File: src/rtl/apfc_pkg.sv
// ============================================================
// Shared constants of the amplifier protection block
package apfc_pkg;

    // ========================================================
    // Clock and timing
    localparam int unsigned CLK_KHZ      = 20000;              // System clock in kHz
    localparam int unsigned DC_TRIP_MS   = 420;                // DC persistence time, ms
    localparam int unsigned DC_TRIP_CYC  = DC_TRIP_MS * CLK_KHZ; // Persistence in cycles
    localparam int unsigned DC_CNT_W     = 24;                 // Persistence counter width
    localparam int unsigned DC_DEV_PCT   = 14;                 // Differential duty limit, %

    // ========================================================
    // Modulator
    localparam int unsigned PWM_PERIOD   = 80;                 // Carrier period, cycles
    localparam int unsigned PWM_CNT_W    = 8;                  // Carrier counter width
    localparam int unsigned SAMPLE_W     = 8;                  // Signed audio sample width
    localparam int unsigned CAP_W        = 6;                  // Power cap level width
    localparam int unsigned PCAP_GAIN    = 4;                  // Virtual rail per cap step

    // ========================================================
    // Thermal
    localparam int unsigned TEMP_W       = 8;                  // Die temperature code, deg C
    localparam int unsigned THERM_TRIP_C = 150;                // Shutdown above this
    localparam int unsigned THERM_HYST_C = 15;                 // Cooling needed to resume

    // ========================================================
    // Channels and reset values
    localparam int unsigned NUM_CH       = 2;                  // Stereo
    localparam int unsigned CH_LEFT      = 0;                  // Left channel index
    localparam int unsigned CH_RIGHT     = 1;                  // Right channel index
    localparam logic        OE_N_RST     = 1'h1;               // Bridge hi-Z at reset
    localparam logic        ALARM_N_RST  = 1'h1;               // Alarm released at reset

    // Operating state of the output stage
    typedef enum logic [1:0] {
        APFC_ST_OFF   = 2'b00,   // Shutdown input low
        APFC_ST_RUN   = 2'b01,   // Bridges switching
        APFC_ST_HOT   = 2'b10,   // Thermal shutdown
        APFC_ST_FAULT = 2'b11    // DC or short latch set
    } apfc_state_t;

endpackage : apfc_pkg

File: src/rtl/apfc_pwm_mod.sv
`timescale 1ns/1ps
// ============================================================
// Filter-free bridge modulator for one channel
module apfc_pwm_mod #(
    parameter int unsigned PERIOD = apfc_pkg::PWM_PERIOD,  // Carrier period
    parameter int unsigned SW     = apfc_pkg::SAMPLE_W,    // Sample width
    parameter int unsigned CW     = apfc_pkg::PWM_CNT_W    // Counter width
) (
    // Clock and reset
    input  wire logic                          sys_clk,
    input  wire logic                          resetn,
    // Audio and limit
    input  wire logic signed [SW-1:0]          sample,
    input  wire logic [apfc_pkg::CAP_W-1:0]    cap_level,
    // Bridge waveforms
    output logic                               wave_pos,
    output logic                               wave_neg,
    // Deviation of the current period
    output logic                               dev_flag,
    output logic                               dev_pol
);
    import apfc_pkg::*;

    localparam logic [CW-1:0] HALF = CW'(PERIOD / 2);   // Half period
    localparam logic [CW-1:0] LAST = CW'(PERIOD - 1);   // Last carrier step

    // All state of the modulator
    typedef struct packed {
        logic [CW-1:0] cnt;      // Carrier position
        logic [CW-1:0] mag;      // Duty offset magnitude
        logic          pol;      // Offset sign, 1 = positive
        logic          wpos;     // Positive output level
        logic          wneg;     // Negative output level
        logic          dev;      // Deviation above threshold
        logic          dpol;     // Sign of that deviation
    } apfc_mod_t;

    apfc_mod_t st_ff;            // Registered state
    apfc_mod_t nxt_st;           // Next state

    // Magnitude of sample clamped to the power-cap rail and half period
    function automatic logic [CW-1:0] clamp_mag(input logic signed [SW-1:0] s,
                                                input logic [CAP_W-1:0]    c);
        logic [SW:0]   a;
        logic [CW+7:0] lim;
        a   = s[SW-1] ? ((SW+1)'(0) - {s[SW-1], s}) : {1'h0, s};
        lim = (CW+8)'(32'(c) * PCAP_GAIN);
        if (lim > (CW+8)'(HALF)) begin
            lim = (CW+8)'(HALF);
        end
        if ((CW+8)'(a) < lim) begin
            lim = (CW+8)'(a);
        end
        return CW'(lim);
    endfunction

    // Differential duty 2*mag/PERIOD above the DC percentage
    function automatic logic above_dev(input logic [CW-1:0] m);
        logic [31:0] lhs;
        lhs = 32'(m) * 32'h0000_00C8;
        return lhs > 32'(DC_DEV_PCT * PERIOD);
    endfunction

    logic [CW-1:0] lim_mag;      // Clamped offset for next period
    logic [CW-1:0] thr_pos;      // Positive output high while cnt below
    logic [CW-1:0] thr_neg;      // Negative output high while cnt below

    // Next-state logic
    always_comb begin
        nxt_st  = st_ff;
        lim_mag = clamp_mag(sample, cap_level);
        // Outputs share one carrier: equal thresholds give in-phase edges
        thr_pos = st_ff.pol ? (HALF + st_ff.mag) : (HALF - st_ff.mag);
        thr_neg = st_ff.pol ? (HALF - st_ff.mag) : (HALF + st_ff.mag);
        nxt_st.wpos = st_ff.cnt < thr_pos;
        nxt_st.wneg = st_ff.cnt < thr_neg;
        // Carrier wrap loads the next period's offset
        if (st_ff.cnt == LAST) begin
            nxt_st.cnt  = '0;
            nxt_st.mag  = lim_mag;
            nxt_st.pol  = !sample[SW-1];
            nxt_st.dev  = above_dev(lim_mag);
            nxt_st.dpol = !sample[SW-1];
        end else begin
            nxt_st.cnt  = st_ff.cnt + 1'h1;
        end
    end

    // State register
    always_ff @(posedge sys_clk) begin
        if (!resetn) begin
            st_ff <= '0;
        end else begin
            st_ff <= nxt_st;
        end
    end

    assign wave_pos = st_ff.wpos;
    assign wave_neg = st_ff.wneg;
    assign dev_flag = st_ff.dev;
    assign dev_pol  = st_ff.dpol;

endmodule // apfc_pwm_mod

File: src/rtl/apfc_top.sv
`timescale 1ns/1ps
// ============================================================
// Amplifier protection and output-mode control
module apfc_top #(
    parameter int unsigned DC_TRIP = apfc_pkg::DC_TRIP_CYC,  // DC persistence, cycles
    parameter int unsigned PERIOD  = apfc_pkg::PWM_PERIOD    // Carrier period
) (
    // Clock and power-up reset
    input  wire logic                                  sys_clk,
    input  wire logic                                  resetn,
    // Controller straps
    input  wire logic                                  shutdown_n,
    input  wire logic                                  parallel_bridge_select,
    input  wire logic [apfc_pkg::CAP_W-1:0]            power_cap_level,
    // Audio samples
    input  wire logic signed [apfc_pkg::SAMPLE_W-1:0]  left_sample,
    input  wire logic signed [apfc_pkg::SAMPLE_W-1:0]  right_sample,
    // Sensors
    input  wire logic [apfc_pkg::NUM_CH-1:0]           over_current,
    input  wire logic [apfc_pkg::TEMP_W-1:0]           die_temp,
    // Bridge outputs
    output logic [apfc_pkg::NUM_CH-1:0]                bridge_out_pos,
    output logic [apfc_pkg::NUM_CH-1:0]                bridge_out_neg,
    output logic                                       bridge_oe_n,
    // Alarm
    output logic                                       fault_alarm_n
);
    import apfc_pkg::*;

    // ========================================================
    // Constants
    localparam logic [DC_CNT_W-1:0] TRIP_LIM   = DC_CNT_W'(DC_TRIP + 1);
    localparam logic [DC_CNT_W-1:0] CNT_ONE    = DC_CNT_W'(1);
    localparam logic [TEMP_W-1:0]   TEMP_TRIP  = TEMP_W'(THERM_TRIP_C);
    localparam logic [TEMP_W-1:0]   TEMP_CLEAR = TEMP_W'(THERM_TRIP_C - THERM_HYST_C);

    // ========================================================
    // State
    typedef struct packed {
        apfc_state_t                       state;     // Output-stage state
        logic                              dc_fault;  // DC latch, supply cycle only
        logic                              short_lat; // Short-circuit latch
        logic                              therm_sd;  // Thermal shutdown
        logic [NUM_CH-1:0]                 dc_pol;    // Polarity being timed
        logic [NUM_CH-1:0][DC_CNT_W-1:0]   dc_cnt;    // Persistence counters
        logic [NUM_CH-1:0]                 out_pos;   // Positive bridge levels
        logic [NUM_CH-1:0]                 out_neg;   // Negative bridge levels
        logic                              oe_n;      // Bridge enable, low drives
        logic                              alarm_n;   // Alarm level
    } apfc_core_t;

    apfc_core_t         st_ff;      // Registered state
    apfc_core_t         nxt_st;     // Next state
    logic [NUM_CH-1:0]  mod_pos;    // Modulator positive waves
    logic [NUM_CH-1:0]  mod_neg;    // Modulator negative waves
    logic [NUM_CH-1:0]  mod_dev;    // Deviation flags
    logic [NUM_CH-1:0]  mod_pol;    // Deviation polarity
    logic [NUM_CH-1:0]  ch_used;    // Channel under DC watch
    logic               trip_any;   // A counter has run past the limit
    logic               drive;      // Bridges switching next cycle

    // ========================================================
    // Modulators
    // Left modulator
    apfc_pwm_mod #(
        .PERIOD (PERIOD),
        .SW     (SAMPLE_W),
        .CW     (PWM_CNT_W)
    ) u_mod_left (
        .sys_clk   (sys_clk),
        .resetn    (resetn),
        .sample    (left_sample),
        .cap_level (power_cap_level),
        .wave_pos  (mod_pos[CH_LEFT]),
        .wave_neg  (mod_neg[CH_LEFT]),
        .dev_flag  (mod_dev[CH_LEFT]),
        .dev_pol   (mod_pol[CH_LEFT])
    );

    // Right modulator, also the mono source
    apfc_pwm_mod #(
        .PERIOD (PERIOD),
        .SW     (SAMPLE_W),
        .CW     (PWM_CNT_W)
    ) u_mod_right (
        .sys_clk   (sys_clk),
        .resetn    (resetn),
        .sample    (right_sample),
        .cap_level (power_cap_level),
        .wave_pos  (mod_pos[CH_RIGHT]),
        .wave_neg  (mod_neg[CH_RIGHT]),
        .dev_flag  (mod_dev[CH_RIGHT]),
        .dev_pol   (mod_pol[CH_RIGHT])
    );

    // ========================================================
    // Next-state logic
    always_comb begin
        nxt_st   = st_ff;
        trip_any = 1'h0;
        drive    = 1'h0;
        // Mono mode watches only the right channel
        ch_used  = parallel_bridge_select ? 2'h2 : 2'h3;

        // Thermal with hysteresis, clears on its own
        if (die_temp > TEMP_TRIP) begin
            nxt_st.therm_sd = 1'h1;
        end else if (die_temp <= TEMP_CLEAR) begin
            nxt_st.therm_sd = 1'h0;
        end

        // Short latch: shutdown low clears, a new overcurrent wins
        if (!shutdown_n) begin
            nxt_st.short_lat = 1'h0;
        end
        if ((st_ff.state == APFC_ST_RUN) && (|over_current)) begin
            nxt_st.short_lat = 1'h1;
        end

        // DC persistence timers, run only while switching
        for (int ch = 0; ch < NUM_CH; ch++) begin
            if (st_ff.dc_cnt[ch] == TRIP_LIM) begin
                trip_any = 1'h1;
            end
            if ((st_ff.state != APFC_ST_RUN) || !ch_used[ch] || !mod_dev[ch]) begin
                // Idle, unwatched in mono or back within threshold
                nxt_st.dc_cnt[ch] = '0;
            end else if ((st_ff.dc_cnt[ch] == '0) || (mod_pol[ch] != st_ff.dc_pol[ch])) begin
                // New deviation or polarity reversal restarts
                nxt_st.dc_cnt[ch] = CNT_ONE;
                nxt_st.dc_pol[ch] = mod_pol[ch];
            end else if (st_ff.dc_cnt[ch] != TRIP_LIM) begin
                // Same polarity persists
                nxt_st.dc_cnt[ch] = st_ff.dc_cnt[ch] + CNT_ONE;
            end
        end

        // DC fault never clears short of a power-up reset
        if (trip_any) begin
            nxt_st.dc_fault = 1'h1;
        end

        // Output-stage state, faults first
        if (nxt_st.dc_fault || nxt_st.short_lat) begin
            nxt_st.state = APFC_ST_FAULT;
        end else if (nxt_st.therm_sd) begin
            nxt_st.state = APFC_ST_HOT;
        end else if (!shutdown_n) begin
            nxt_st.state = APFC_ST_OFF;
        end else begin
            nxt_st.state = APFC_ST_RUN;
        end

        // Bridge drive
        case (nxt_st.state)
            APFC_ST_RUN: begin
                drive = 1'h1;
            end
            default: begin
                drive = 1'h0;
            end
        endcase
        nxt_st.oe_n = !drive;
        if (!drive) begin
            // Released bridges sit low behind the enable
            nxt_st.out_pos = '0;
            nxt_st.out_neg = '0;
        end else if (parallel_bridge_select) begin
            // Mono: each channel's pair moves together, right is the source
            nxt_st.out_pos[CH_LEFT]  = mod_pos[CH_RIGHT];
            nxt_st.out_neg[CH_LEFT]  = mod_pos[CH_RIGHT];
            nxt_st.out_pos[CH_RIGHT] = mod_neg[CH_RIGHT];
            nxt_st.out_neg[CH_RIGHT] = mod_neg[CH_RIGHT];
        end else begin
            // Stereo: independent bridges
            nxt_st.out_pos = mod_pos;
            nxt_st.out_neg = mod_neg;
        end

        // Alarm from DC and short only, never thermal
        nxt_st.alarm_n = !(nxt_st.dc_fault || nxt_st.short_lat);
    end

    // ========================================================
    // State register, power-up reset
    always_ff @(posedge sys_clk) begin
        if (!resetn) begin
            st_ff         <= '0;
            st_ff.oe_n    <= OE_N_RST;
            st_ff.alarm_n <= ALARM_N_RST;
        end else begin
            st_ff <= nxt_st;
        end
    end

    // ========================================================
    // Outputs
    assign bridge_out_pos = st_ff.out_pos;
    assign bridge_out_neg = st_ff.out_neg;
    assign bridge_oe_n    = st_ff.oe_n;
    assign fault_alarm_n  = st_ff.alarm_n;
endmodule // apfc_top

File: config.mk
export PLATFORM = sky130hd
export DESIGN_NAME = apfc_top
export DESIGN_NICKNAME = d
export VERILOG_FILES = /design/src/rtl/apfc_pkg.sv /design/src/rtl/apfc_pwm_mod.sv /design/src/rtl/apfc_top.sv
export SDC_FILE = /design/constraint.sdc
export NUM_CORES = 1
export LEC_CHECK = 0
export CORE_MARGIN = 1
export CORE_UTILIZATION = 35
export DETAILED_ROUTE_END_ITERATION = 8
export DONT_BUFFER_PORTS = 1
export GPL_TIMING_DRIVEN = 0
export MAX_ROUTING_LAYER = met4
export PLACE_DENSITY = 0.57
export SYNTH_ARGS = -nofsm -noshare
export SYNTH_HDL_FRONTEND = slang
export SYNTH_SLANG_ARGS = --single-unit
File: constraint.sdc
create_clock -name sys_clk -period 7.36 [get_ports sys_clk]
set_clock_uncertainty 0.15 [all_clocks]
set_input_delay 0.736 -clock sys_clk [delete_from_list [all_inputs] [get_ports sys_clk]]
set_output_delay 0.736 -clock sys_clk [all_outputs]
set_load 0.05 [all_outputs]
==> results of run 1 <==
[worst min-delay path, cell delays in order, from the launching register on]
cell and delay, ns:
sky130_fd_sc_hd__dfxtp_1 0.31, sky130_fd_sc_hd__inv_1 0.06, sky130_fd_sc_hd__nor2_1 0.04
[cells in the mapped netlist, types with 7 or more instances]
master / instances / area [µm²]
sky130_fd_sc_hd__nor2_1: 124 / 465
sky130_fd_sc_hd__nand4_1: 16 / 100
sky130_fd_sc_hd__or3_1: 7 / 43.8
sky130_fd_sc_hd__dfxtp_1: 101 / 2020
sky130_fd_sc_hd__nand2_1: 44 / 165
sky130_fd_sc_hd__nand3_1: 41 / 205
sky130_fd_sc_hd__mux2i_1: 13 / 130
sky130_fd_sc_hd__a211oi_1: 12 / 90.1
sky130_fd_sc_hd__a21oi_1: 49 / 245
sky130_fd_sc_hd__clkbuf_1: 20 / 75.1
sky130_fd_sc_hd__o21ai_0: 25 / 125
sky130_fd_sc_hd__ha_1: 113 / 1410
sky130_fd_sc_hd__xnor2_1: 59 / 517
sky130_fd_sc_hd__nand2b_1: 15 / 93.8
sky130_fd_sc_hd__o211ai_1: 7 / 52.6
sky130_fd_sc_hd__nor4_1: 15 / 93.8
sky130_fd_sc_hd__and3_1: 11 / 68.8
sky130_fd_sc_hd__nor3_1: 15 / 75.1
sky130_fd_sc_hd__xor2_1: 42 / 368
sky130_fd_sc_hd__inv_1: 65 / 244
sky130_fd_sc_hd__a21o_1: 18 / 135
[through the flow]
stage	worst slack, ns	total power, mW	hold slack, ns
after floorplan	1.69	1.02	0.258
after global placement	0.952	1.12	0.272
after detailed placement	0.946	1.12	0.285
after CTS	1.30	1.65	0.296
after global routing	1.01	1.76	0.309
final	1.34	1.63	0.306
[state kept, by name (all words and copies together) (netlist names)]
register	count
bridge_oe_n	1
bridge_out_neg	2
bridge_out_pos	2
fault_alarm_n	1
st_ff	55
u_mod_left.dev_flag	1
u_mod_left.st_ff	17
u_mod_left.wave_neg	1
u_mod_left.wave_pos	1
u_mod_right.dev_flag	1
u_mod_right.dev_pol	1
u_mod_right.st_ff	16
u_mod_right.wave_neg	1
u_mod_right.wave_pos	1
[final cells by class]
type	count	area, µm²	area share [%]
plain buffers	30	145	1.76
clock inverters	5	83.8	1.02
flip-flops and latches	101	2020	24.6
clock buffers	10	239	2.90
multi-input cells	714	5150	62.6
well taps	275	344	4.18
inverters	66	248	3.01
[where the power goes]
part           switching [mW]  leakage (nW)  internal (mW)  total, mW
Clock                   0.216         0.151          0.307      0.523
Combinational           0.308          2.40          0.240      0.548
Sequential            0.00726         0.817          0.553      0.561
[kinds of logic after synthesis]
logic type | count (synthesis) | synth area share (%)
and+or+nand+nor | 318 | 20.3
buffers and inverters | 96 | 5.20
other | 1 | 0.0496
muxes | 13 | 1.72
adders and majority gates | 119 | 20.3
AOI/OAI and AO/OA | 159 | 13.9
DFF | 101 | 26.8
xor gates and xnor gates | 101 | 11.7
[worst max path at each step]
stage	startpoint	to	slack, ns	cells after the start
3_3_place_gp	right_sample[7]	u_mod_right.dev_flag	0.95	20
5_1_grt	right_sample[7]	u_mod_right.dev_flag	1.01	20
3_5_place_dp	right_sample[7]	u_mod_right.dev_flag	0.95	20
2_1_floorplan	left_sample[4]	u_mod_left.dev_flag	1.69	21
4_1_cts	right_sample[7]	u_mod_right.dev_flag	1.30	20
6_report	right_sample[7]	u_mod_right.dev_flag	1.34	20
[metal layers]
layer	track usage, %	vias to the layer above	share of wire, %
li1	-	3199	-
met1	21.4	2730	52
met2	23.3	85	43
met3	2.11	13	3.2
met4	4.85	0	1.3
met5	-	-	0
==> flow_summary.html, run 1 <==
<table>
<tr><th>Metric</th><th>Value</th></tr>
<tr><th colspan="2">Worst setup path</th></tr>
<tr><td>Worst-path maximum fanout</td><td>7</td></tr>
<tr><td>Cell mode on critical path</td><td>sky130_fd_sc_hd__ha_1</td></tr>
<tr><td>Destination of the worst register-to-register timing path</td><td>u_mod_left.dev_flag</td></tr>
<tr><td>Count of cells along the worst register-to-register path</td><td>8</td></tr>
<tr><td>Crit path buf inv count</td><td>4</td></tr>
<tr><td>Maximum cell stage delay along the critical path</td><td>0.58 ns</td></tr>
<tr><td>Worst Setup Start Kind</td><td>primary input</td></tr>
<tr><td>Arrival time worst endpoint</td><td>6.09 ns</td></tr>
<tr><td>Worst path slowest cell</td><td>sky130_fd_sc_hd__a211oi_1</td></tr>
<tr><td>Crit path cell chain</td><td>clkbuf_1 &gt; inv_1 &gt; nor4_1 &gt; ha_1 &gt; a2111o_1 &gt; or2_2 &gt; o311a_1 &gt; a211oi_1 &gt; ha_1 &gt; ha_1 &gt; inv_1 &gt; fa_1 &gt; inv_1 &gt; ha_1 &gt; a211oi_1 &gt; nor2_1 &gt; a21oi_1 &gt; nor3b_1 &gt; nor4b_1 &gt; a41oi_1</td></tr>
<tr><td>Top Family by Delay on Critical Path</td><td>compound AO/OA/AOI/OAI gates</td></tr>
<tr><td>Worst reg-to-reg setup slack</td><td>4.65 ns</td></tr>
<tr><td>Critical path endpoint category</td><td>flop</td></tr>
<tr><td>Worst setup path class</td><td>primary input to flop</td></tr>
<tr><td>Critical path data required time</td><td>7.43 ns</td></tr>
<tr><td>Origin of the critical flop-to-flop path</td><td>u_mod_left.st_ff[14]</td></tr>
<tr><th colspan="2">Layout</th></tr>
<tr><td>Synthesis-to-finish area growth</td><td>8.98%</td></tr>
<tr><td>Fraction of final layout cells sized beyond drive strength 1</td><td>3.24%</td></tr>
<tr><td>Final instance count without filler cells</td><td>1201</td></tr>
<tr><td>Final core utilization</td><td>39.0%</td></tr>
<tr><td>Highest-count cells in the layout ignoring fill and taps</td><td>sky130_fd_sc_hd__nor2_1 (124), sky130_fd_sc_hd__ha_1 (113), sky130_fd_sc_hd__dfxtp_1 (101)</td></tr>
<tr><td>Number of antenna diodes</td><td>0</td></tr>
<tr><td>Post-Layout Inst Area</td><td>8230 µm²</td></tr>
<tr><td>Most common cell after layout, fill and taps aside</td><td>sky130_fd_sc_hd__nor2_1</td></tr>
<tr><td>Number of nets in the finished design</td><td>1077</td></tr>
<tr><td>Final-layout fill cell count</td><td>2207</td></tr>
<tr><th colspan="2">STA</th></tr>
<tr><td>Final hold violation count</td><td>0</td></tr>
<tr><td>Post-route fraction of the period consumed by the critical path</td><td>81.8%</td></tr>
<tr><td>Slew of the pin with the lowest slew margin</td><td>1.15 ns</td></tr>
<tr><td>Post-layout min period</td><td>6.02 ns</td></tr>
<tr><td>Final setup fails</td><td>0</td></tr>
<tr><td>Count of final max-slew check failures</td><td>0</td></tr>
<tr><td>Sum of negative setup slack</td><td>0 ns</td></tr>
<tr><td>Peak clock frequency supported by timing</td><td>166 MHz</td></tr>
<tr><td>Setup repair after global routing missed its margin</td><td>false</td></tr>
<tr><td>Worst slew slack as a fraction of its limit</td><td>22.9%</td></tr>
<tr><th colspan="2">Floorplan</th></tr>
<tr><td>Starting utilization of the core area</td><td>35.8%</td></tr>
<tr><td>Boundary pin count</td><td>42</td></tr>
<tr><td>Number of placement rows</td><td>53</td></tr>
<tr><td>Height of the die</td><td>149 µm</td></tr>
<tr><td>Full die area</td><td>22200 µm²</td></tr>
<tr><td>Die W</td><td>149 µm</td></tr>
<tr><td>Core region area</td><td>21100 µm²</td></tr>
<tr><th colspan="2">Routing</th></tr>
<tr><td>Vias/cell</td><td>5.02</td></tr>
<tr><td>Post-detailed-route wirelength per cell</td><td>13.2 µm</td></tr>
<tr><td>DRC marker count from the first detailed-route iteration</td><td>230</td></tr>
<tr><td>Detailed-route DRC error count</td><td>0</td></tr>
<tr><td>Detailed Route WL</td><td>15.8 mm</td></tr>
<tr><td>Drt pass-1 iters</td><td>4</td></tr>
<tr><td>Total number of vias</td><td>6027</td></tr>
<tr><td>Number of nets still failing antenna checks after routing</td><td>0</td></tr>
<tr><th colspan="2">CTS</th></tr>
<tr><td>Post-cts repair resize count</td><td>0</td></tr>
<tr><td>Hold-fix buffers at CTS</td><td>0</td></tr>
<tr><td>Clock latency at the later pin of the worst-skew pair</td><td>0.35 ns</td></tr>
<tr><td>Root buf cell</td><td>sky130_fd_sc_hd__clkbuf_16</td></tr>
<tr><td>Post-CTS Setup Bufs</td><td>0</td></tr>
<tr><td>Clock buffer count from CTS</td><td>9</td></tr>
<tr><td>Clock-pin slew on the worst setup and hold paths</td><td>0.07 ns</td></tr>
<tr><td>Buffers from clock root to sink, at most</td><td>2</td></tr>
<tr><td>Clock Sinks</td><td>101</td></tr>
<tr><td>H-tree depth</td><td>3</td></tr>
<tr><td>CTS tree</td><td>built</td></tr>
<tr><th colspan="2">Yosys</th></tr>
<tr><td>Number of standard cells after synthesis</td><td>908</td></tr>
<tr><td>Share of flip-flops with an asynchronous set or reset after synthesis</td><td>0%</td></tr>
<tr><td>Mapped Area</td><td>7560 µm²</td></tr>
<tr><td>Synthesis Warnings</td><td>0</td></tr>
<tr><td>Number of enable flip-flop cells after synthesis</td><td>0</td></tr>
<tr><td>Count of state elements after synthesis</td><td>101</td></tr>
<tr><td>Synth Area per Inst</td><td>8.32 µm²</td></tr>
<tr><td>Count of cell types in the netlist</td><td>63</td></tr>
<tr><td>Sequential share of the synthesized area</td><td>26.8%</td></tr>
<tr><td>Dominant register cell in the synthesized netlist</td><td>sky130_fd_sc_hd__dfxtp_1</td></tr>
<tr><th colspan="2">Worst hold path</th></tr>
<tr><td>Hold Crit Start</td><td>u_mod_right.wave_neg</td></tr>
<tr><td>Destination of the worst hold path</td><td>bridge_out_neg[1]</td></tr>
<tr><td>Worst min-delay path category</td><td>flop to flop</td></tr>
<tr><td>Cells on Worst Hold Path</td><td>2</td></tr>
<tr><th colspan="2">Place</th></tr>
<tr><td>Final HPWL from detailed placement</td><td>12.5 mm</td></tr>
<tr><td>Port bufs</td><td>0</td></tr>
<tr><td>GPL Wtd Cong</td><td>0.766</td></tr>
<tr><td>Post-detailed-placement cell area</td><td>7910 µm²</td></tr>
<tr><td>Number of instances in the placed design</td><td>1186</td></tr>
<tr><th colspan="2">Status</th></tr>
<tr><td>Status</td><td>finished clean</td></tr>
<tr><th colspan="2">Global route</th></tr>
<tr><td>Tot GR Track Use</td><td>15.5%</td></tr>
<tr><td>Pin count of the biggest net entering global routing</td><td>17</td></tr>
<tr><td>Global-route congestion overflow total</td><td>0</td></tr>
<tr><td>Number of global-route vias before repair</td><td>5647</td></tr>
<tr><td>Number of antenna violations at the first check in global routing</td><td>0</td></tr>
<tr><td>Global-route wire length before repair</td><td>27.1 mm</td></tr>
<tr><th colspan="2">Pwr</th></tr>
<tr><td>Total power divided by cell area</td><td>198 nW/µm²</td></tr>
<tr><td>Leakage</td><td>3.37 nW</td></tr>
<tr><td>Peak supply drop</td><td>0.148 mV</td></tr>
<tr><th colspan="2">Run</th></tr>
<tr><td>Max Cap Violations</td><td>0</td></tr>
</table>
Power figures use the tool's default switching activity.
==> run 2: changes to the inputs <==
==> constraint.sdc (replaced) <==
create_clock -name sys_clk -period 5.55 [get_ports sys_clk]
set_clock_uncertainty 0.15 [all_clocks]
set_input_delay 0.555 -clock sys_clk [delete_from_list [all_inputs] [get_ports sys_clk]]
set_output_delay 0.555 -clock sys_clk [all_outputs]
set_load 0.05 [all_outputs]
==> run 2 against run 1 <==
  * Hold slack got worse by 0.11 ns
  * Sequential share of layout area is 0.54 points lower
  * Register-to-register slack got worse by 1.8 ns
  * Non-clock buffer count rose by 3
  * Total power increased by 39%
  * Critical path type unchanged
  * Largest cell class unchanged
==> flow_summary.html, run 2 (synthesis results as in run 1) <==
<table>
<tr><th>Metric</th><th>Value</th></tr>
<tr><th colspan="2">STA</th></tr>
<tr><td>Final hold violation count</td><td>0</td></tr>
<tr><td>Final setup fails</td><td>0</td></tr>
<tr><td>Slew of the pin with the lowest slew margin</td><td>1.14 ns</td></tr>
<tr><td>Worst slew slack as a fraction of its limit</td><td>23.3%</td></tr>
<tr><td>Final-layout worst hold slack</td><td>0.200 ns</td></tr>
<tr><td>Peak clock frequency supported by timing</td><td>186 MHz</td></tr>
<tr><td>Post-layout min period</td><td>5.37 ns</td></tr>
<tr><td>Post-route fraction of the period consumed by the critical path</td><td>96.7%</td></tr>
<tr><td>Count of final max-slew check failures</td><td>0</td></tr>
<tr><th colspan="2">Place</th></tr>
<tr><td>Port bufs</td><td>0</td></tr>
<tr><td>GPL Wtd Cong</td><td>0.766</td></tr>
<tr><td>Post-detailed-placement cell area</td><td>7910 µm²</td></tr>
<tr><td>Final HPWL from detailed placement</td><td>12.5 mm</td></tr>
<tr><th colspan="2">Pwr</th></tr>
<tr><td>Internal Pwr Total</td><td>1.51 mW</td></tr>
<tr><td>Relative contribution of sequential cells to total power</td><td>32.9%</td></tr>
<tr><td>Power Total</td><td>2.26 mW</td></tr>
<tr><td>Peak supply drop</td><td>0.251 mV</td></tr>
<tr><td>Combinational share of power</td><td>36.5%</td></tr>
<tr><td>Total power divided by cell area</td><td>269 nW/µm²</td></tr>
<tr><td>Leakage</td><td>3.41 nW</td></tr>
<tr><td>Switching fraction of total power</td><td>33.1%</td></tr>
<tr><td>Clock group share of total power</td><td>30.6%</td></tr>
<tr><td>Switching power total</td><td>0.749 mW</td></tr>
<tr><th colspan="2">Routing</th></tr>
<tr><td>Drt pass-1 iters</td><td>4</td></tr>
<tr><td>Total number of vias</td><td>6089</td></tr>
<tr><td>Detailed Route WL</td><td>16.0 mm</td></tr>
<tr><td>Vias/cell</td><td>5.06</td></tr>
<tr><td>Post-detailed-route wirelength per cell</td><td>13.3 µm</td></tr>
<tr><td>Number of nets still failing antenna checks after routing</td><td>0</td></tr>
<tr><td>Detailed-route DRC error count</td><td>0</td></tr>
<tr><td>DRC marker count from the first detailed-route iteration</td><td>213</td></tr>
<tr><th colspan="2">Layout</th></tr>
<tr><td>Highest-count cells in the layout ignoring fill and taps</td><td>sky130_fd_sc_hd__nor2_1 (118), sky130_fd_sc_hd__ha_1 (111), sky130_fd_sc_hd__dfxtp_1 (101)</td></tr>
<tr><td>Synthesis-to-finish area growth</td><td>11.4%</td></tr>
<tr><td>Multi-input combinational cell area</td><td>5310 µm²</td></tr>
<tr><td>Number of antenna diodes</td><td>0</td></tr>
<tr><td>Leading registers by flop count</td><td>st_ff (55), u_mod_left.st_ff (17), u_mod_right.st_ff (16)</td></tr>
<tr><td>Area taken by flip-flops and latches</td><td>2020 µm²</td></tr>
<tr><td>Most common cell after layout, fill and taps aside</td><td>sky130_fd_sc_hd__nor2_1</td></tr>
<tr><td>Fraction of final layout cells sized beyond drive strength 1</td><td>6.67%</td></tr>
<tr><td>Final-layout fill cell count</td><td>2184</td></tr>
<tr><td>Max reg flops</td><td>55</td></tr>
<tr><td>Number of nets in the finished design</td><td>1080</td></tr>
<tr><td>Register with the most flip-flops</td><td>st_ff</td></tr>
<tr><td>Post-Layout Inst Area</td><td>8420 µm²</td></tr>
<tr><th colspan="2">CTS</th></tr>
<tr><td>Root buf cell</td><td>sky130_fd_sc_hd__clkbuf_16</td></tr>
<tr><td>Clock-pin slew on the worst setup and hold paths</td><td>0.07 ns</td></tr>
<tr><td>CTS tree</td><td>built</td></tr>
<tr><td>Clock latency at the later pin of the worst-skew pair</td><td>0.35 ns</td></tr>
<tr><td>Clock buffer count from CTS</td><td>9</td></tr>
<tr><td>Buffers from clock root to sink, at most</td><td>2</td></tr>
<tr><td>H-tree depth</td><td>3</td></tr>
<tr><td>Clock Sinks</td><td>101</td></tr>
<tr><th colspan="2">Floorplan</th></tr>
<tr><td>Starting utilization of the core area</td><td>35.8%</td></tr>
<tr><td>Core region area</td><td>21100 µm²</td></tr>
<tr><td>Die W</td><td>149 µm</td></tr>
<tr><td>Number of placement rows</td><td>53</td></tr>
<tr><td>Full die area</td><td>22200 µm²</td></tr>
<tr><td>Height of the die</td><td>149 µm</td></tr>
<tr><td>Boundary pin count</td><td>42</td></tr>
<tr><th colspan="2">Worst hold path</th></tr>
<tr><td>Worst min-delay path category</td><td>primary input to flop</td></tr>
<tr><th colspan="2">Global route</th></tr>
<tr><td>Number of antenna violations at the first check in global routing</td><td>0</td></tr>
<tr><td>Tot GR Track Use</td><td>15.6%</td></tr>
<tr><td>Number of global-route vias before repair</td><td>5686</td></tr>
<tr><td>Global-route congestion overflow total</td><td>0</td></tr>
<tr><td>Pin count of the biggest net entering global routing</td><td>17</td></tr>
<tr><td>Global-route wire length before repair</td><td>27.2 mm</td></tr>
<tr><th colspan="2">Worst setup path</th></tr>
<tr><td>Critical path data required time</td><td>5.63 ns</td></tr>
<tr><td>Arrival time worst endpoint</td><td>5.45 ns</td></tr>
<tr><td>Critical path endpoint category</td><td>flop</td></tr>
<tr><td>Worst Setup Start Kind</td><td>primary input</td></tr>
<tr><td>Worst setup path class</td><td>primary input to flop</td></tr>
<tr><td>Worst-path maximum fanout</td><td>9</td></tr>
<tr><th colspan="2">Status</th></tr>
<tr><td>Status</td><td>finished clean</td></tr>
<tr><th colspan="2">Run</th></tr>
<tr><td>Max Cap Violations</td><td>0</td></tr>
</table>
==> run 2: cell types whose count changed in the layout (fill, tap and decap cells not counted), sizes merged <==
cell / before / now
buf: 10 / 12
clkbuf: 30 / 31
==> run 2: through the flow <==
step	TNS [ns]	utilization [%]	setup slack, ns	std cells
after floorplan	0	-	0.0651	911
after CTS	0	39.3	0.0180	1202
after global routing	-0.00277	39.9	-0.00277	1204
after detailed placement	-1.28	37.5	-0.683	1186
final	0	39.9	0.181	1204
after global placement	-1.19	37.5	-0.677	1186
==> run 2: path summary, 6_finish.rpt <==
kind	startpoint	endpoint	slack, ns	cells after the start
worst max-delay path	left_sample[4]	u_mod_left.dev_flag	0.18	19
worst min-delay path	resetn	st_ff[6]	0.20	2
worst max register to register	u_mod_left.st_ff[14]	u_mod_left.dev_flag	2.82	8
worst min register to register	u_mod_right.wave_neg	bridge_out_neg[1]	0.31	2
==> run 2: worst max-delay path, stage by stage <==
cell and delay, ns:
sky130_fd_sc_hd__or3_1 0.39, sky130_fd_sc_hd__nor2_2 0.14, sky130_fd_sc_hd__a21boi_1 0.09, sky130_fd_sc_hd__xor2_1 0.22, sky130_fd_sc_hd__ha_1 0.30, sky130_fd_sc_hd__a211oi_2 0.24
sky130_fd_sc_hd__or2b_4 0.33, sky130_fd_sc_hd__o31a_1 0.29, sky130_fd_sc_hd__buf_6 0.14, sky130_fd_sc_hd__o21a_2 0.26, sky130_fd_sc_hd__ha_1 0.30, sky130_fd_sc_hd__ha_1 0.31
sky130_fd_sc_hd__fa_1 0.40, sky130_fd_sc_hd__ha_1 0.33, sky130_fd_sc_hd__a21oi_1 0.16, sky130_fd_sc_hd__o21ai_0 0.10, sky130_fd_sc_hd__a2111oi_1 0.38, sky130_fd_sc_hd__a31oi_1 0.11
sky130_fd_sc_hd__or3_1 0.39
==> run 2: layout make-up <==
class,count,area share [%]
tap,275,4.09
timing repair buffer,3,0.268
multi-input combinational,714,63.1
inverter,66,2.94
clock buffer,10,2.84
sequential,101,24.0
buffer,30,1.77
clock inverter,5,0.996
==> run 2: routing by layer <==
layer / routed length (µm) / vias to the layer above / GRT usage (%)
met5: 0 / - / -
met4: 208 / 0 / 4.85
met3: 447 / 13 / 2.11
met2: 7030 / 85 / 23.6
met1: 8320 / 2793 / 21.4
li1: - / 3198 / -
==> run 2: power by group through the flow <==
stage	clock, mW	sequential, mW	combinational, mW
2_1_floorplan	0	0.758	0.592
3_3_place_gp	0	0.760	0.719
3_5_place_dp	0	0.760	0.730
4_1_cts	0.710	0.743	0.745
5_1_grt	0.738	0.744	0.949
6_report	0.693	0.743	0.826
==> run 2: timing repair <==
action,CTS,global route
setup buffers,1,2
resized for setup,9,28
hold buffers,0,0
setup endpoints to repair,2,2
pin swaps,1,12
==> run 3: changes to the inputs <==
--- a/config.mk
+++ b/config.mk
@@ -5,12 +5,12 @@
 export SDC_FILE = /design/constraint.sdc
 export NUM_CORES = 1
 export LEC_CHECK = 0
+export ABC_AREA = 1
 export CORE_MARGIN = 1
 export CORE_UTILIZATION = 35
 export DETAILED_ROUTE_END_ITERATION = 8
 export DONT_BUFFER_PORTS = 1
 export GPL_TIMING_DRIVEN = 0
-export MAX_ROUTING_LAYER = met4
 export PLACE_DENSITY = 0.57
 export SYNTH_ARGS = -nofsm -noshare
 export SYNTH_HDL_FRONTEND = slang
==> run 3 against run 2 <==
  * Utilization fell by 0.74 points
  * Synthesized area rose by 2.3%
  * Via count rose by 7.1%
  * Register-to-register slack improved by 0.15 ns
  * Cell count rose by 12%
  * Flip-flop and latch count did not move
  * Critical endpoint unchanged
  * Highest routed layer unchanged
==> flow_summary.html, run 3 <==
<table>
<tr><th>Metric</th><th>Value</th></tr>
<tr><th colspan="2">STA</th></tr>
<tr><td>Count of final max-slew check failures</td><td>0</td></tr>
<tr><td>Setup repair after global routing missed its margin</td><td>false</td></tr>
<tr><td>Final setup fails</td><td>0</td></tr>
<tr><td>Minimum setup slack in the final design</td><td>0.433 ns</td></tr>
<tr><td>Final-layout worst hold slack</td><td>0.164 ns</td></tr>
<tr><td>Peak clock frequency supported by timing</td><td>195 MHz</td></tr>
<tr><td>Post-layout min period</td><td>5.12 ns</td></tr>
<tr><td>Sum of negative setup slack</td><td>0 ns</td></tr>
<tr><td>Post-route fraction of the period consumed by the critical path</td><td>92.2%</td></tr>
<tr><td>Worst slew slack as a fraction of its limit</td><td>59.3%</td></tr>
<tr><td>Slew of the pin with the lowest slew margin</td><td>0.604 ns</td></tr>
<tr><td>Final hold violation count</td><td>0</td></tr>
<tr><th colspan="2">Floorplan</th></tr>
<tr><td>Full die area</td><td>22700 µm²</td></tr>
<tr><td>Boundary pin count</td><td>42</td></tr>
<tr><td>Number of placement rows</td><td>53</td></tr>
<tr><td>Height of the die</td><td>151 µm</td></tr>
<tr><td>Die W</td><td>151 µm</td></tr>
<tr><td>Core region area</td><td>21400 µm²</td></tr>
<tr><td>Starting utilization of the core area</td><td>36.2%</td></tr>
<tr><th colspan="2">Yosys</th></tr>
<tr><td>Share of flip-flops with an asynchronous set or reset after synthesis</td><td>0%</td></tr>
<tr><td>Synthesis Warnings</td><td>0</td></tr>
<tr><td>Number of standard cells after synthesis</td><td>1055</td></tr>
<tr><td>Area share of the leading cell type in the synthesized netlist</td><td>26.2%</td></tr>
<tr><td>Dominant register cell in the synthesized netlist</td><td>sky130_fd_sc_hd__dfxtp_1</td></tr>
<tr><td>Most used standard cell by instance count after synthesis</td><td>sky130_fd_sc_hd__inv_1</td></tr>
<tr><td>Count of cell types in the netlist</td><td>52</td></tr>
<tr><td>Synth Area per Inst</td><td>7.32 µm²</td></tr>
<tr><td>Count of state elements after synthesis</td><td>101</td></tr>
<tr><td>Cells taking the most area after synthesis</td><td>sky130_fd_sc_hd__dfxtp_1 (26%), sky130_fd_sc_hd__ha_1 (18%), sky130_fd_sc_hd__inv_1 (8.5%), sky130_fd_sc_hd__nand2_1 (8.3%), sky130_fd_sc_hd__a21oi_1 (5.0%)</td></tr>
<tr><td>Cell taking the most area after synthesis</td><td>sky130_fd_sc_hd__dfxtp_1</td></tr>
<tr><td>Top post-synthesis cells by count</td><td>sky130_fd_sc_hd__inv_1 (176), sky130_fd_sc_hd__nand2_1 (171), sky130_fd_sc_hd__ha_1 (113), sky130_fd_sc_hd__dfxtp_1 (101), sky130_fd_sc_hd__a21oi_1 (77)</td></tr>
<tr><td>Sequential share of the synthesized area</td><td>26.2%</td></tr>
<tr><td>Number of enable flip-flop cells after synthesis</td><td>0</td></tr>
<tr><td>Mapped Area</td><td>7730 µm²</td></tr>
<tr><th colspan="2">Layout</th></tr>
<tr><td>Max reg flops</td><td>55</td></tr>
<tr><td>Number of nets in the finished design</td><td>1224</td></tr>
<tr><td>Most common cell after layout, fill and taps aside</td><td>sky130_fd_sc_hd__inv_1</td></tr>
<tr><td>Leading registers by flop count</td><td>st_ff (55), u_mod_left.st_ff (17), u_mod_right.st_ff (16)</td></tr>
<tr><td>Synthesis-to-finish area growth</td><td>8.26%</td></tr>
<tr><td>Final instance count without filler cells</td><td>1348</td></tr>
<tr><td>Highest-count cells in the layout ignoring fill and taps</td><td>sky130_fd_sc_hd__inv_1 (176), sky130_fd_sc_hd__nand2_1 (171), sky130_fd_sc_hd__ha_1 (113)</td></tr>
<tr><td>Register with the most flip-flops</td><td>st_ff</td></tr>
<tr><td>Fraction of final layout cells sized beyond drive strength 1</td><td>6.80%</td></tr>
<tr><td>Number of antenna diodes</td><td>0</td></tr>
<tr><th colspan="2">Place</th></tr>
<tr><td>Port bufs</td><td>0</td></tr>
<tr><td>Post-place setup slack</td><td>-0.275 ns</td></tr>
<tr><td>Final HPWL from detailed placement</td><td>12.9 mm</td></tr>
<tr><td>Number of instances in the placed design</td><td>1333</td></tr>
<tr><td>GPL Wtd Cong</td><td>0.790</td></tr>
<tr><th colspan="2">Global route</th></tr>
<tr><td>Number of antenna violations at the first check in global routing</td><td>0</td></tr>
<tr><td>Number of global-route vias before repair</td><td>6090</td></tr>
<tr><td>Pin count of the biggest net entering global routing</td><td>15</td></tr>
<tr><td>Global-route congestion overflow total</td><td>0</td></tr>
<tr><td>Global-route wire length before repair</td><td>27.4 mm</td></tr>
<tr><td>Tot GR Track Use</td><td>15.0%</td></tr>
<tr><th colspan="2">Routing</th></tr>
<tr><td>Post-detailed-route wirelength per cell</td><td>11.8 µm</td></tr>
<tr><td>Detailed-route DRC error count</td><td>0</td></tr>
<tr><td>Number of nets still failing antenna checks after routing</td><td>0</td></tr>
<tr><td>DRC marker count from the first detailed-route iteration</td><td>280</td></tr>
<tr><td>Detailed Route WL</td><td>16.0 mm</td></tr>
<tr><td>Total number of vias</td><td>6524</td></tr>
<tr><td>Drt pass-1 iters</td><td>7</td></tr>
<tr><td>Vias/cell</td><td>4.84</td></tr>
<tr><th colspan="2">Pwr</th></tr>
<tr><td>Total power divided by cell area</td><td>245 nW/µm²</td></tr>
<tr><td>Peak supply drop</td><td>0.186 mV</td></tr>
<tr><td>Leakage</td><td>3.92 nW</td></tr>
<tr><td>Power Total</td><td>2.05 mW</td></tr>
<tr><th colspan="2">Worst setup path</th></tr>
<tr><td>Top Family by Delay on Critical Path</td><td>adder cells</td></tr>
<tr><td>Arrival time worst endpoint</td><td>5.22 ns</td></tr>
<tr><td>Maximum cell stage delay along the critical path</td><td>0.47 ns</td></tr>
<tr><td>Worst path slowest cell</td><td>sky130_fd_sc_hd__fa_1</td></tr>
<tr><td>Worst-path maximum fanout</td><td>10</td></tr>
<tr><td>Worst setup path class</td><td>primary input to flop</td></tr>
<tr><td>Critical path endpoint category</td><td>flop</td></tr>
<tr><td>Critical path data required time</td><td>5.65 ns</td></tr>
<tr><td>Worst Setup Start Kind</td><td>primary input</td></tr>
<tr><td>Cell mode on critical path</td><td>sky130_fd_sc_hd__nand2_1</td></tr>
<tr><td>Crit path buf inv count</td><td>4</td></tr>
<tr><th colspan="2">CTS</th></tr>
<tr><td>Post-cts repair resize count</td><td>0</td></tr>
<tr><td>Clock Sinks</td><td>101</td></tr>
<tr><td>H-tree depth</td><td>3</td></tr>
<tr><td>Hold-fix buffers at CTS</td><td>0</td></tr>
<tr><td>Buffers from clock root to sink, at most</td><td>2</td></tr>
<tr><td>Post-CTS Setup Bufs</td><td>0</td></tr>
<tr><td>Clock buffer count from CTS</td><td>9</td></tr>
<tr><td>Clock-pin slew on the worst setup and hold paths</td><td>0.07 ns</td></tr>
<tr><td>CTS tree</td><td>built</td></tr>
<tr><td>Root buf cell</td><td>sky130_fd_sc_hd__clkbuf_16</td></tr>
<tr><td>Clock latency at the later pin of the worst-skew pair</td><td>0.35 ns</td></tr>
<tr><th colspan="2">Status</th></tr>
<tr><td>Status</td><td>finished clean</td></tr>
<tr><th colspan="2">Run</th></tr>
<tr><td>Max Cap Violations</td><td>0</td></tr>
<tr><th colspan="2">Worst hold path</th></tr>
<tr><td>Worst min-delay path category</td><td>primary input to flop</td></tr>
</table>
==> run 3: path summary, 6_finish.rpt <==
check | depth (start not counted) | start | end | slack (ns)
max | 28 | left_sample[0] | u_mod_left.dev_flag | 0.43
min | 1 | right_sample[7] | u_mod_right.dev_pol | 0.16
max reg2reg | 10 | u_mod_right.st_ff[8] | u_mod_right.wave_pos | 2.97
min reg2reg | 1 | u_mod_right.st_ff[13] | u_mod_right.st_ff[13] | 0.32
==> run 3: final cells by class <==
class | instances | area (µm²)
buffer | 17 | 100
clock buffer | 13 | 250
clock inverter | 2 | 10.0
fill | 2272 | 13000
inverter | 184 | 691
multi-input combinational | 756 | 4950
sequential | 101 | 2020
tap | 275 | 344
==> run 3: per-layer routing <==
metal	routed length [µm]	track usage, %	vias to the layer above
met3	560	3.12	17
met4	233	3.90	0
met5	0	0	-
li1	-	-	3517
met1	8290	20.0	2903
met2	6880	24.5	87
==> run 3: stage by stage <==
stage,utilization (%),instance area (µm²)
finish,39.2,8370
global route,39.2,8370
CTS,39.1,8340
detailed placement,37.9,8080
global placement,37.9,8080
floorplan,-,7740
==> run 3: logic make-up after synthesis <==
| family | synth area share (%) |
|---|---|
| AO/OA/AOI/OAI | 14.6 |
| XOR/XNOR | 5.33 |
| adder cells (fa/ha/maj) | 19.9 |
| buffers and inverters | 10.2 |
| flip-flops | 26.2 |
| other | 0.0485 |
| AND/OR/NAND/NOR | 23.8 |
==> run 3: where the power goes <==
group | internal, mW | total, mW | switching, mW
registers | 0.734 | 0.744 | 0.00966
clock network | 0.313 | 0.580 | 0.267
logic | 0.299 | 0.729 | 0.430
